`config.mk`:
```
export PLATFORM = sky130hd
export DESIGN_NAME = adc_conversion_control
export DESIGN_NICKNAME = d
export VERILOG_FILES = /design/src/adc_ctl_pkg.sv /design/src/adc_chan_decode.sv /design/src/adc_conversion_control.sv /design/src/adc_prescaler.sv
export SDC_FILE = /design/constraint.sdc
export NUM_CORES = 1
export LEC_CHECK = 0
export BUFFER_PORTS_ARGS = -buffer_cell sky130_fd_sc_hd__buf_2
export CAP_MARGIN = 20
export CELL_PAD_IN_SITES_DETAIL_PLACEMENT = 2
export CELL_PAD_IN_SITES_GLOBAL_PLACEMENT = 2
export CORE_ASPECT_RATIO = 1.1
export CORE_UTILIZATION = 32
export DETAILED_ROUTE_END_ITERATION = 10
export PLACE_DENSITY = 0.76
export SLEW_MARGIN = 20
export SYNTH_ARGS = -nofsm -noshare
export SYNTH_HDL_FRONTEND = slang
export SYNTH_SLANG_ARGS = --single-unit
```
`constraint.sdc`:
```
create_clock -name clk_i -period 2.8 [get_ports clk_i]
set_input_delay 0.14 -clock clk_i [delete_from_list [all_inputs] [get_ports clk_i]]
set_output_delay 0.14 -clock clk_i [all_outputs]
set_load 0.02 [all_outputs]
```
`src/adc_ctl_pkg.sv`:
```
// shared constants and types for the converter control block
package adc_ctl_pkg;

	// ----------------------------------------------------------------
	// register byte offsets
	// ----------------------------------------------------------------
	localparam logic [7:0] OFS_CTRL = 8'h00;
	localparam logic [7:0] OFS_CHAN = 8'h04;
	localparam logic [7:0] OFS_RESULT = 8'h08;
	localparam logic [7:0] OFS_TRIG = 8'h0C;
	localparam logic [7:0] OFS_IRQ_STAT = 8'h10;
	localparam logic [7:0] OFS_IRQ_MASK = 8'h14;

	// ----------------------------------------------------------------
	// conversion_control_status field positions
	// ----------------------------------------------------------------
	localparam int CTRL_ON = 7;
	localparam int CTRL_KICK = 6;
	localparam int CTRL_AUTO = 5;
	localparam int CTRL_FLAG = 4;
	localparam int CTRL_IE = 3;
	localparam int CTRL_DIV_HI = 2;

	// ----------------------------------------------------------------
	// channel_reference_reg field positions
	// ----------------------------------------------------------------
	localparam int CHAN_REF_HI = 7;
	localparam int CHAN_REF_LO = 6;
	localparam int CHAN_LEFT = 5;
	localparam int CHAN_SEL_HI = 4;

	// ----------------------------------------------------------------
	// interrupt status and mask bits
	// ----------------------------------------------------------------
	localparam int IRQ_DONE = 0;
	localparam int IRQ_ABORT = 1;

	// ----------------------------------------------------------------
	// reset values and timing counts
	// ----------------------------------------------------------------
	localparam logic [7:0] CTRL_RESET = 8'h00;
	localparam logic [7:0] CHAN_RESET = 8'h00;
	localparam logic [9:0] RESULT_RESET = 10'h000;
	localparam logic [4:0] LEN_INIT = 5'd25;
	localparam logic [4:0] LEN_NORMAL = 5'd13;
	localparam logic [2:0] TRIG_FREE_RUN = 3'h0;
	localparam int TRIG_W = 7;

	// ----------------------------------------------------------------
	// internal source codes for the multiplexer
	// ----------------------------------------------------------------
	localparam logic [2:0] SRC_PIN = 3'h0;
	localparam logic [2:0] SRC_TEMP = 3'h1;
	localparam logic [2:0] SRC_BANDGAP = 3'h2;
	localparam logic [2:0] SRC_SUPPLY_QTR = 3'h3;
	localparam logic [2:0] SRC_GROUND = 3'h4;
	localparam logic [2:0] SRC_NONE = 3'h7;
	localparam logic [4:0] LAST_SINGLE = 5'h0A;

	typedef enum logic [0:0] {ST_IDLE, ST_CONVERT} conv_state_t;

endpackage

```
`src/adc_chan_decode.sv`:
```
// decodes the channel field into multiplexer selections
`timescale 1ns/10ps
module adc_chan_decode (
	input wire logic [4:0] chan_i,
	output logic [3:0] pos_o,
	output logic [3:0] neg_o,
	output logic diff_o,
	output logic gain20_o,
	output logic [2:0] src_o
);

	// single-ended codes first, then the eight differential pairs
	always_comb begin
		pos_o = 4'h0;
		neg_o = 4'h0;
		diff_o = 1'b0;
		gain20_o = 1'b0;
		src_o = adc_ctl_pkg::SRC_PIN;
		if (!chan_i[4]) begin
			if (chan_i <= adc_ctl_pkg::LAST_SINGLE) begin
				pos_o = chan_i[3:0];
			end else begin
				case (chan_i[3:0])
					4'hB: src_o = adc_ctl_pkg::SRC_TEMP;
					4'hC: src_o = adc_ctl_pkg::SRC_BANDGAP;
					4'hD: src_o = adc_ctl_pkg::SRC_SUPPLY_QTR;
					4'hE: src_o = adc_ctl_pkg::SRC_GROUND;
					default: src_o = adc_ctl_pkg::SRC_NONE; // reserved code
				endcase
			end
		end else begin
			diff_o = 1'b1;
			gain20_o = chan_i[0];
			case (chan_i[3:1])
				3'h0: pos_o = 4'h0;
				3'h1: pos_o = 4'h1;
				3'h2: pos_o = 4'h2;
				3'h3: pos_o = 4'h4;
				3'h4: pos_o = 4'h5;
				3'h5: pos_o = 4'h6;
				3'h6: pos_o = 4'h8;
				default: pos_o = 4'h9;
			endcase
			neg_o = pos_o + 4'h1;
		end
	end

endmodule // adc_chan_decode

```
`src/adc_conversion_control.sv`:
```
// conversion control for the successive-approximation converter
// Behaviour
// - channel codes 0-10 pins, then internal sources
// - top bit set selects pair, odd gain 20x
// - enable on; clearing aborts running conversion
// - single mode per kick; free run continues
// - first conversion after enable takes 25 cycles
// - kick reads one while busy; zero ignored
// - auto trigger starts on selected rising edge
// - flag set when result registers are updated
// - interrupt needs flag, enable and global enable
// - flag cleared by vector or writing one
// - divider field picks 2 up to 128
// - right-justified result, unused bits zero, read-only
// - channel change waits for conversion end
// - reference change deferred, next takes 25 cycles
// - justification change shows immediately
`timescale 1ns/10ps
module adc_conversion_control (
	input wire logic clk_i,
	input wire logic rst_i,
	input wire logic wb_cyc_i,
	input wire logic wb_stb_i,
	input wire logic wb_we_i,
	input wire logic [7:0] wb_adr_i,
	input wire logic [3:0] wb_sel_i,
	input wire logic [31:0] wb_dat_i,
	output logic [31:0] wb_dat_o,
	output logic wb_ack_o,
	input wire logic [adc_ctl_pkg::TRIG_W-1:0] trig_i,
	input wire logic global_irq_en_i,
	input wire logic irq_vector_ack_i,
	input wire logic [9:0] core_data_i,
	output logic adc_clk_o,
	output logic core_on_o,
	output logic core_busy_o,
	output logic core_init_o,
	output logic [3:0] pos_sel_o,
	output logic [3:0] neg_sel_o,
	output logic diff_o,
	output logic gain20_o,
	output logic [2:0] src_sel_o,
	output logic [1:0] ref_sel_o,
	output logic conv_irq_o,
	output logic irq_o
);

	// ----------------------------------------------------------------
	// state
	// ----------------------------------------------------------------
	typedef struct packed {
		adc_ctl_pkg::conv_state_t state;
		logic on;
		logic auto_on;
		logic flag;
		logic ie;
		logic [2:0] div_sel;
		logic [1:0] ref_sel;
		logic left;
		logic [4:0] chan;
		logic [2:0] trig_src;
		logic [4:0] act_chan;
		logic [1:0] act_ref;
		logic need_init;
		logic init_conv;
		logic [4:0] cnt;
		logic [9:0] raw;
		logic [adc_ctl_pkg::TRIG_W-1:0] sync1;
		logic [adc_ctl_pkg::TRIG_W-1:0] sync2;
		logic [adc_ctl_pkg::TRIG_W-1:0] sync3;
		logic [adc_ctl_pkg::TRIG_W-1:0] trig_lvl;
		logic [1:0] irq_stat;
		logic [1:0] irq_mask;
		logic ack;
		logic [31:0] dat;
		logic irq;
		logic cirq;
		logic [3:0] pos;
		logic [3:0] neg;
		logic diff;
		logic gain20;
		logic [2:0] src;
	} ctl_state_t;

	ctl_state_t r;
	ctl_state_t next_r;

	logic div_tick;
	logic div_clk;
	logic [3:0] dec_pos;
	logic [3:0] dec_neg;
	logic dec_diff;
	logic dec_gain20;
	logic [2:0] dec_src;

	// ----------------------------------------------------------------
	// submodules
	// ----------------------------------------------------------------
	adc_prescaler u_prescaler (
		.clk_i(clk_i),
		.rst_i(rst_i),
		.run_i(next_r.on), // stops with the enable write, not a cycle after it
		.div_sel_i(r.div_sel),
		.adc_clk_o(div_clk),
		.tick_o(div_tick)
	);

	// decode the channel actually in use, not the pending one
	adc_chan_decode u_decode (
		.chan_i(r.act_chan),
		.pos_o(dec_pos),
		.neg_o(dec_neg),
		.diff_o(dec_diff),
		.gain20_o(dec_gain20),
		.src_o(dec_src)
	);

	// ----------------------------------------------------------------
	// next state
	// ----------------------------------------------------------------
	always_comb begin
		logic bus_req;
		logic wr;
		logic wr_ctrl;
		logic wr_chan;
		logic kick_wr;
		logic start;
		logic done;
		logic abort;
		logic [adc_ctl_pkg::TRIG_W-1:0] rise;
		logic trig_edge;
		logic flag_clr;
		logic [1:0] stat_clr;
		logic [1:0] stat_set;
		logic [4:0] len;
		logic [15:0] view;
		bus_req = wb_cyc_i && wb_stb_i && !r.ack;
		wr = bus_req && wb_we_i && wb_sel_i[0];
		wr_ctrl = wr && (wb_adr_i == adc_ctl_pkg::OFS_CTRL);
		wr_chan = wr && (wb_adr_i == adc_ctl_pkg::OFS_CHAN);
		next_r = r;
		start = 1'b0;
		done = 1'b0;
		abort = 1'b0;
		trig_edge = 1'b0;

		// trigger pins: three stages, a level counts once stages two and three agree
		next_r.sync1 = trig_i;
		next_r.sync2 = r.sync1;
		next_r.sync3 = r.sync2;
		rise = r.sync2 & r.sync3 & ~r.trig_lvl;
		next_r.trig_lvl = (r.trig_lvl & (r.sync2 ^ r.sync3)) | (r.sync2 & r.sync3);
		if (r.trig_src != adc_ctl_pkg::TRIG_FREE_RUN) begin
			trig_edge = rise[r.trig_src - 3'h1];
		end

		// register writes
		if (wr_ctrl) begin
			next_r.on = wb_dat_i[adc_ctl_pkg::CTRL_ON];
			next_r.auto_on = wb_dat_i[adc_ctl_pkg::CTRL_AUTO];
			next_r.ie = wb_dat_i[adc_ctl_pkg::CTRL_IE];
			next_r.div_sel = wb_dat_i[adc_ctl_pkg::CTRL_DIV_HI:0];
			if (wb_dat_i[adc_ctl_pkg::CTRL_ON] && !r.on) begin
				next_r.need_init = 1'b1;
			end
		end
		if (wr_chan) begin
			next_r.left = wb_dat_i[adc_ctl_pkg::CHAN_LEFT];
			next_r.chan = wb_dat_i[adc_ctl_pkg::CHAN_SEL_HI:0];
			next_r.ref_sel = wb_dat_i[adc_ctl_pkg::CHAN_REF_HI:adc_ctl_pkg::CHAN_REF_LO];
			if (wb_dat_i[adc_ctl_pkg::CHAN_REF_HI:adc_ctl_pkg::CHAN_REF_LO] != r.ref_sel) begin
				next_r.need_init = 1'b1;
			end
		end
		if (wr && (wb_adr_i == adc_ctl_pkg::OFS_TRIG)) begin
			next_r.trig_src = wb_dat_i[2:0];
		end
		if (wr && (wb_adr_i == adc_ctl_pkg::OFS_IRQ_MASK)) begin
			next_r.irq_mask = wb_dat_i[1:0];
		end

		// writing zero to the kick bit does nothing
		kick_wr = wr_ctrl && wb_dat_i[adc_ctl_pkg::CTRL_KICK];

		// ----------------------------------------------------------------
		// conversion sequencer
		// ----------------------------------------------------------------
		len = r.init_conv ? adc_ctl_pkg::LEN_INIT : adc_ctl_pkg::LEN_NORMAL;
		case (r.state)
			adc_ctl_pkg::ST_IDLE: begin
				// channel and reference follow the register while idle
				next_r.act_chan = next_r.chan;
				next_r.act_ref = next_r.ref_sel;
				if (next_r.on && (kick_wr || (r.auto_on && trig_edge))) begin
					start = 1'b1;
				end
			end
			adc_ctl_pkg::ST_CONVERT: begin
				if (!next_r.on) begin
					abort = 1'b1;
					next_r.state = adc_ctl_pkg::ST_IDLE;
				end else if (div_tick) begin
					if (r.cnt == len - 5'd1) begin
						done = 1'b1;
						next_r.raw = core_data_i;
						next_r.state = adc_ctl_pkg::ST_IDLE;
						next_r.act_chan = next_r.chan;
						next_r.act_ref = next_r.ref_sel;
						// free running restarts at once without software
						if (r.auto_on && r.trig_src == adc_ctl_pkg::TRIG_FREE_RUN) begin
							start = 1'b1;
						end
					end else begin
						next_r.cnt = r.cnt + 5'd1;
					end
				end
			end
			default: begin
				next_r.state = adc_ctl_pkg::ST_IDLE;
			end
		endcase
		if (start) begin
			next_r.state = adc_ctl_pkg::ST_CONVERT;
			next_r.cnt = 5'd0;
			next_r.init_conv = next_r.need_init;
			next_r.need_init = 1'b0;
		end

		// completion flag: a set in the same cycle beats any clear
		flag_clr = r.flag && (irq_vector_ack_i
			|| (wr_ctrl && wb_dat_i[adc_ctl_pkg::CTRL_FLAG]));
		next_r.flag = done || (r.flag && !flag_clr);

		// interrupt status, write one to clear, set wins
		stat_set = {abort, done};
		stat_clr = (wr && (wb_adr_i == adc_ctl_pkg::OFS_IRQ_STAT)) ? wb_dat_i[1:0] : 2'b00;
		next_r.irq_stat = stat_set | (r.irq_stat & ~stat_clr);
		next_r.irq = |(next_r.irq_stat & next_r.irq_mask);
		next_r.cirq = next_r.flag && next_r.ie && global_irq_en_i;

		// multiplexer selections registered from the decoded active channel
		next_r.pos = dec_pos;
		next_r.neg = dec_neg;
		next_r.diff = dec_diff;
		next_r.gain20 = dec_gain20;
		next_r.src = dec_src;

		// result view follows the justify bit with no delay
		view = r.left ? {r.raw, 6'h00} : {6'h00, r.raw};

		// ----------------------------------------------------------------
		// wishbone answer: one wait state, unmapped reads give zero
		// ----------------------------------------------------------------
		next_r.ack = bus_req;
		next_r.dat = 32'h0000_0000;
		if (bus_req && !wb_we_i) begin
			case (wb_adr_i)
				adc_ctl_pkg::OFS_CTRL: begin
					next_r.dat[7:0] = {r.on, r.state == adc_ctl_pkg::ST_CONVERT, r.auto_on,
						r.flag, r.ie, r.div_sel};
				end
				adc_ctl_pkg::OFS_CHAN: begin
					next_r.dat[7:0] = {r.ref_sel, r.left, r.chan};
				end
				adc_ctl_pkg::OFS_RESULT: begin
					next_r.dat[15:0] = view;
				end
				adc_ctl_pkg::OFS_TRIG: begin
					next_r.dat[2:0] = r.trig_src;
				end
				adc_ctl_pkg::OFS_IRQ_STAT: begin
					next_r.dat[1:0] = r.irq_stat;
				end
				adc_ctl_pkg::OFS_IRQ_MASK: begin
					next_r.dat[1:0] = r.irq_mask;
				end
				default: begin
					next_r.dat = 32'h0000_0000;
				end
			endcase
		end
	end

	// ----------------------------------------------------------------
	// registers
	// ----------------------------------------------------------------
	always_ff @(posedge clk_i) begin
		if (rst_i) begin
			r <= '0;
			r.state <= adc_ctl_pkg::ST_IDLE;
			r.raw <= adc_ctl_pkg::RESULT_RESET;
			r.chan <= adc_ctl_pkg::CHAN_RESET[4:0];
		end else begin
			r <= next_r;
		end
	end

	// ----------------------------------------------------------------
	// outputs, each straight from a flip-flop
	// ----------------------------------------------------------------
	assign wb_dat_o = r.dat;
	assign wb_ack_o = r.ack;
	assign adc_clk_o = div_clk;
	assign core_on_o = r.on;
	assign core_busy_o = (r.state == adc_ctl_pkg::ST_CONVERT);
	assign core_init_o = r.init_conv;
	assign pos_sel_o = r.pos;
	assign neg_sel_o = r.neg;
	assign diff_o = r.diff;
	assign gain20_o = r.gain20;
	assign src_sel_o = r.src;
	assign ref_sel_o = r.act_ref;
	assign conv_irq_o = r.cirq;
	assign irq_o = r.irq;

endmodule // adc_conversion_control

```
`src/adc_prescaler.sv`:
```
// converter clock divider held in reset while the converter is off
`timescale 1ns/10ps
module adc_prescaler (
	input wire logic clk_i,
	input wire logic rst_i,
	input wire logic run_i,
	input wire logic [2:0] div_sel_i,
	output logic adc_clk_o,
	output logic tick_o
);

	typedef struct packed {
		logic [6:0] cnt;
		logic clk;
		logic tick;
	} div_state_t;

	div_state_t r;
	div_state_t next_r;

	// half period minus one; codes 0 and 1 both divide by two
	always_comb begin
		logic [2:0] eff;
		logic [6:0] limit;
		eff = (div_sel_i < 3'h2) ? 3'h1 : div_sel_i;
		limit = (7'h01 << (eff - 3'h1)) - 7'h01;
		next_r = r;
		next_r.tick = 1'b0;
		if (!run_i) begin
			next_r.cnt = 7'h00;
			next_r.clk = 1'b0;
		end else if (r.cnt >= limit) begin
			next_r.cnt = 7'h00;
			next_r.clk = ~r.clk;
			next_r.tick = ~r.clk; // one pulse per converter clock
		end else begin
			next_r.cnt = r.cnt + 7'h01;
		end
	end

	always_ff @(posedge clk_i) begin
		if (rst_i) begin
			r <= '0;
		end else begin
			r <= next_r;
		end
	end

	assign adc_clk_o = r.clk;
	assign tick_o = r.tick;

endmodule // adc_prescaler

```
==> impl_results.md <==
* Outcome: complete, no violations
* Post-Synthesis Cells at 536
* Type of element launching the critical path: register
* Fraction of layout cells with a size suffix above 1 at 0.215
* Data required time of the critical path at 3.09 ns
* Height of the chip at 134 um
* Clock share of power at 0.548
* Post-synthesis instance area at 5030 um^2
* Library cell appearing most often on the critical path: ha_1
* Detailed placer's ending HPWL at roughly 9.9 mm
* RSZ-0062 raised after global routing: no
* Initial antenna violation count at 1
* VDD IR max at 0.000389 V
* Count of TritonRoute iterations in the first routing pass at 6
* Transition time of the tightest slew-check pin at 0.910 ns
* Maximum fanout along the worst path at 8
* CP Cell Sequence: or2_2 -> ha_1 -> nor2b_1 -> a21oi_1 -> ha_1 -> nand2_1 -> nor2_1 -> a211oi_1 -> o31a_1 -> buf_4 -> xor2_1 -> nor3_1
* Antenna-violating nets left at 0
* Number of clock sinks seen by CTS at between 100 and 150
* Hold Crit Class: input port to register
* Number of placed I/O pins at 122
* Dominant cells by area after synthesis: dfxtp_1 (46%), buf_4 (6.7%), mux2i_1 (6.2%), ha_1 (5.2%), nor2_1 (5.2%)
* Switching power summed over all nets at 856 uW
* Maximum clock frequency at 0.386 GHz
* Placer congestion estimate at between 0.7 and 0.8
* Cell chosen for the clock root: clkbuf_16
* Number of levels the H-tree was split into at 4
* Final Core Density at 0.406
* Slew Limit Headroom at 0.389
* Overall via count from detail_route at around 4k
* Cell accounting for the most synthesized area: dfxtp_1
* Vias per Instance at between 4 and 5
* Total CTS buffers at 17
* Global-route track usage on met3 at 0.0561
* Delay of the slowest cell on the worst path at roughly 0.39 ns
* First-pass GRT wire length at 22.2 mm
* Chip width at 122 um
* Clock tree skew after final layout at 0.00797 ns
* TritonCTS clock tree: done
* GRT Util Overall at 0.181
* Starting density of the core at 0.330
* Number of buffers and inverters on the critical path at 1
* Category of the critical setup timing path: register to register
* Maximum clock insertion buffer count at 2
* Static leakage at 0.00255 uW
* M2 GR Usage at 0.326
* DIE AREA at 16200 um^2
* Post-route clock period utilization at 0.926
* Final hold viol count at 0
* Synth cell count leaders: dfxtp_1 (116), nor2_1 (70), buf_4 (45)
* Flip-flop and latch count after synthesis at between 100 and 150
* Max Cap Violations at 0
* Sw Share at 0.214
* Core Region at 15200 um^2
* Post-synth ARST share at 0
* Proportion of power drawn by flip-flops and latches at 0.418
* Layout Area Growth over Synthesis at 23.0%
* Critical Path Sink Type: register
* Final number of max-transition violations at 0
* Post-Place Cell Area at 5400 um^2
* Most utilized layer in the global route result: met2
* Wire length per cell after detailed routing at 16.6 um
* Insertion delay of the later-clocked pin in the worst-skew pair at 0.42 ns
* Number of DRC violations after detailed routing at 0
* Post-layout instance area at around 6200 um^2
* Final Net Count at roughly 710
* Synth Warn # at 0
* Data arrival time of the critical path at approximately 2.9 ns
* Cell family with most CP delay: simple AND/OR/NAND/NOR gates
* Source of the worst register-to-register timing path: r[116]
* Count leader, synth: dfxtp_1
* CP startpoint: r[116]
* Most used DFF post-synth: dfxtp_1
* Number of enable flip-flop cells after synthesis at 0
* Hold_sp: wb_dat_i[2]
* Congestion Overflow GR at 0
* Distinct cell type count of the synthesized netlist at 57
* Min Clock Period, post-route at between 2 and 3 ns
* Accumulated negative setup slack at 0 ns
* Pwr per Cell Area at 645 nW/um^2
* IO Port Bufs at 78
* Total wire length at 13.7 mm
* Seq/Total Area, Yosys at 0.462
* Synthesized area per cell at between 9 and 10 um^2
* Number of endpoints failing setup at the final stage at 0
* Master of the slowest instance on the critical path: dfxtp_1
* Proportion of power drawn by combinational gates at 0.034
* Worst-path clk slew at 0.05 ns
* Number of global-route vias before repair at 4422
* GRT met1 Usage at 0.191
* Total internal power at 3140 uW
* Pin count of the biggest net entering global routing at 39
* Number of DRC markers after the initial detailed-route iteration at 137
* Std cell rows at 47
* Area share of the leading cell type in the synthesized netlist at 0.462
## state kept, by name, indices dropped and copies added, names as in the netlist
register	count
src_sel_o	3
core_init_o	1
irq_o	1
r	56
gain20_o	1
core_on_o	1
wb_dat_o	16
u_prescaler.tick_o	1
ref_sel_o	2
pos_sel_o	4
u_prescaler.adc_clk_o	1
wb_ack_o	1
core_busy_o	1
diff_o	1
u_prescaler.r	7
conv_irq_o	1
next_r	14
neg_sel_o	4
## cells in the final DEF (no fill, tap or decap), drive strengths merged, types with 19 or more instances in the layout
master  netlist  final
nor2         70     70
clkbuf       11     19
buf          52     91
nand2        37     37
nor2b        25     25
o21ai        19     19
dfxtp       116    116
ha           21     21
a21oi        19     19
mux2i        32     32
## cell type report
cell class | instances | area (um^2)
Inverter | 15 | 56.3
Fill cell | 1657 | 9040
Clock buffer | 19 | 443
Timing Repair Buffer | 109 | 668
Clock inverter | 12 | 156
Multi-Input combinational cell | 357 | 2290
Sequential cell | 116 | 2320
Antenna cell | 1 | 2.50
Tap cell | 196 | 245
## power groups by stage
| stage | combinational [uW] | clock [uW] | sequential (uW) |
|---|---|---|---|
| after global routing | 148 | 2330 | 1670 |
| after CTS | 137 | 2250 | 1670 |
| final | 135 | 2190 | 1670 |
| after global placement | 111 | 0 | 1700 |
| after floorplan | 75.5 | 0 | 1700 |
| after detailed placement | 115 | 0 | 1700 |
## repair_timing
| item | CTS | global route |
|---|---|---|
| endpoints found under the setup margin | 0 | 6 |
| buffers inserted | 0 | 1 |
| resized for setup | 0 | 1 |
| endpoints found under the hold margin | 19 | 0 |
| hold buffers | 18 | 0 |
## path summary, 6_finish.rpt
kind,slack [ns],to,cells past startpoint
setup / recovery,0.21,u_prescaler.adc_clk_o,12
hold / removal,0.02,r[106],3
setup reg to reg,0.21,u_prescaler.adc_clk_o,12
hold reg to reg,0.44,next_r[60],1
## layer usage
metal / part of all wire / wire (um)
met4: 0.022 / 298
met1: 0.41 / 5660
met5: 0 / 0
met2: 0.53 / 7200
met3: 0.039 / 534
## stage by stage
step	total power (uW)	worst slack (ns)	std cells	hold WS (ns)
after floorplan	1780	0.505	551	0.254
after global routing	4140	0.0271	824	0.0116
after detailed placement	1820	0.190	774	0.355
final	3990	0.208	825	0.0160
after CTS	4050	0.146	823	0.00431
after global placement	1810	0.294	774	0.348
## logic make-up after synthesis
| family | share of synthesized area |
|---|---|
| compound gates | 0.0898 |
| xor+xnor | 0.0261 |
| fa+ha+maj | 0.0522 |
| buf+inv | 0.0955 |
| flops | 0.462 |
| mux | 0.0711 |
| other cells | 0.000745 |
| simple gates | 0.203 |
## tightest hold or removal path: cells and delay by family
kind,cells,cell delay [ns]
muxes,1,0.07
buffers and inverters,1,0.11
and+or+nand+nor,1,0.07
(Power assumes the default switching activity.)
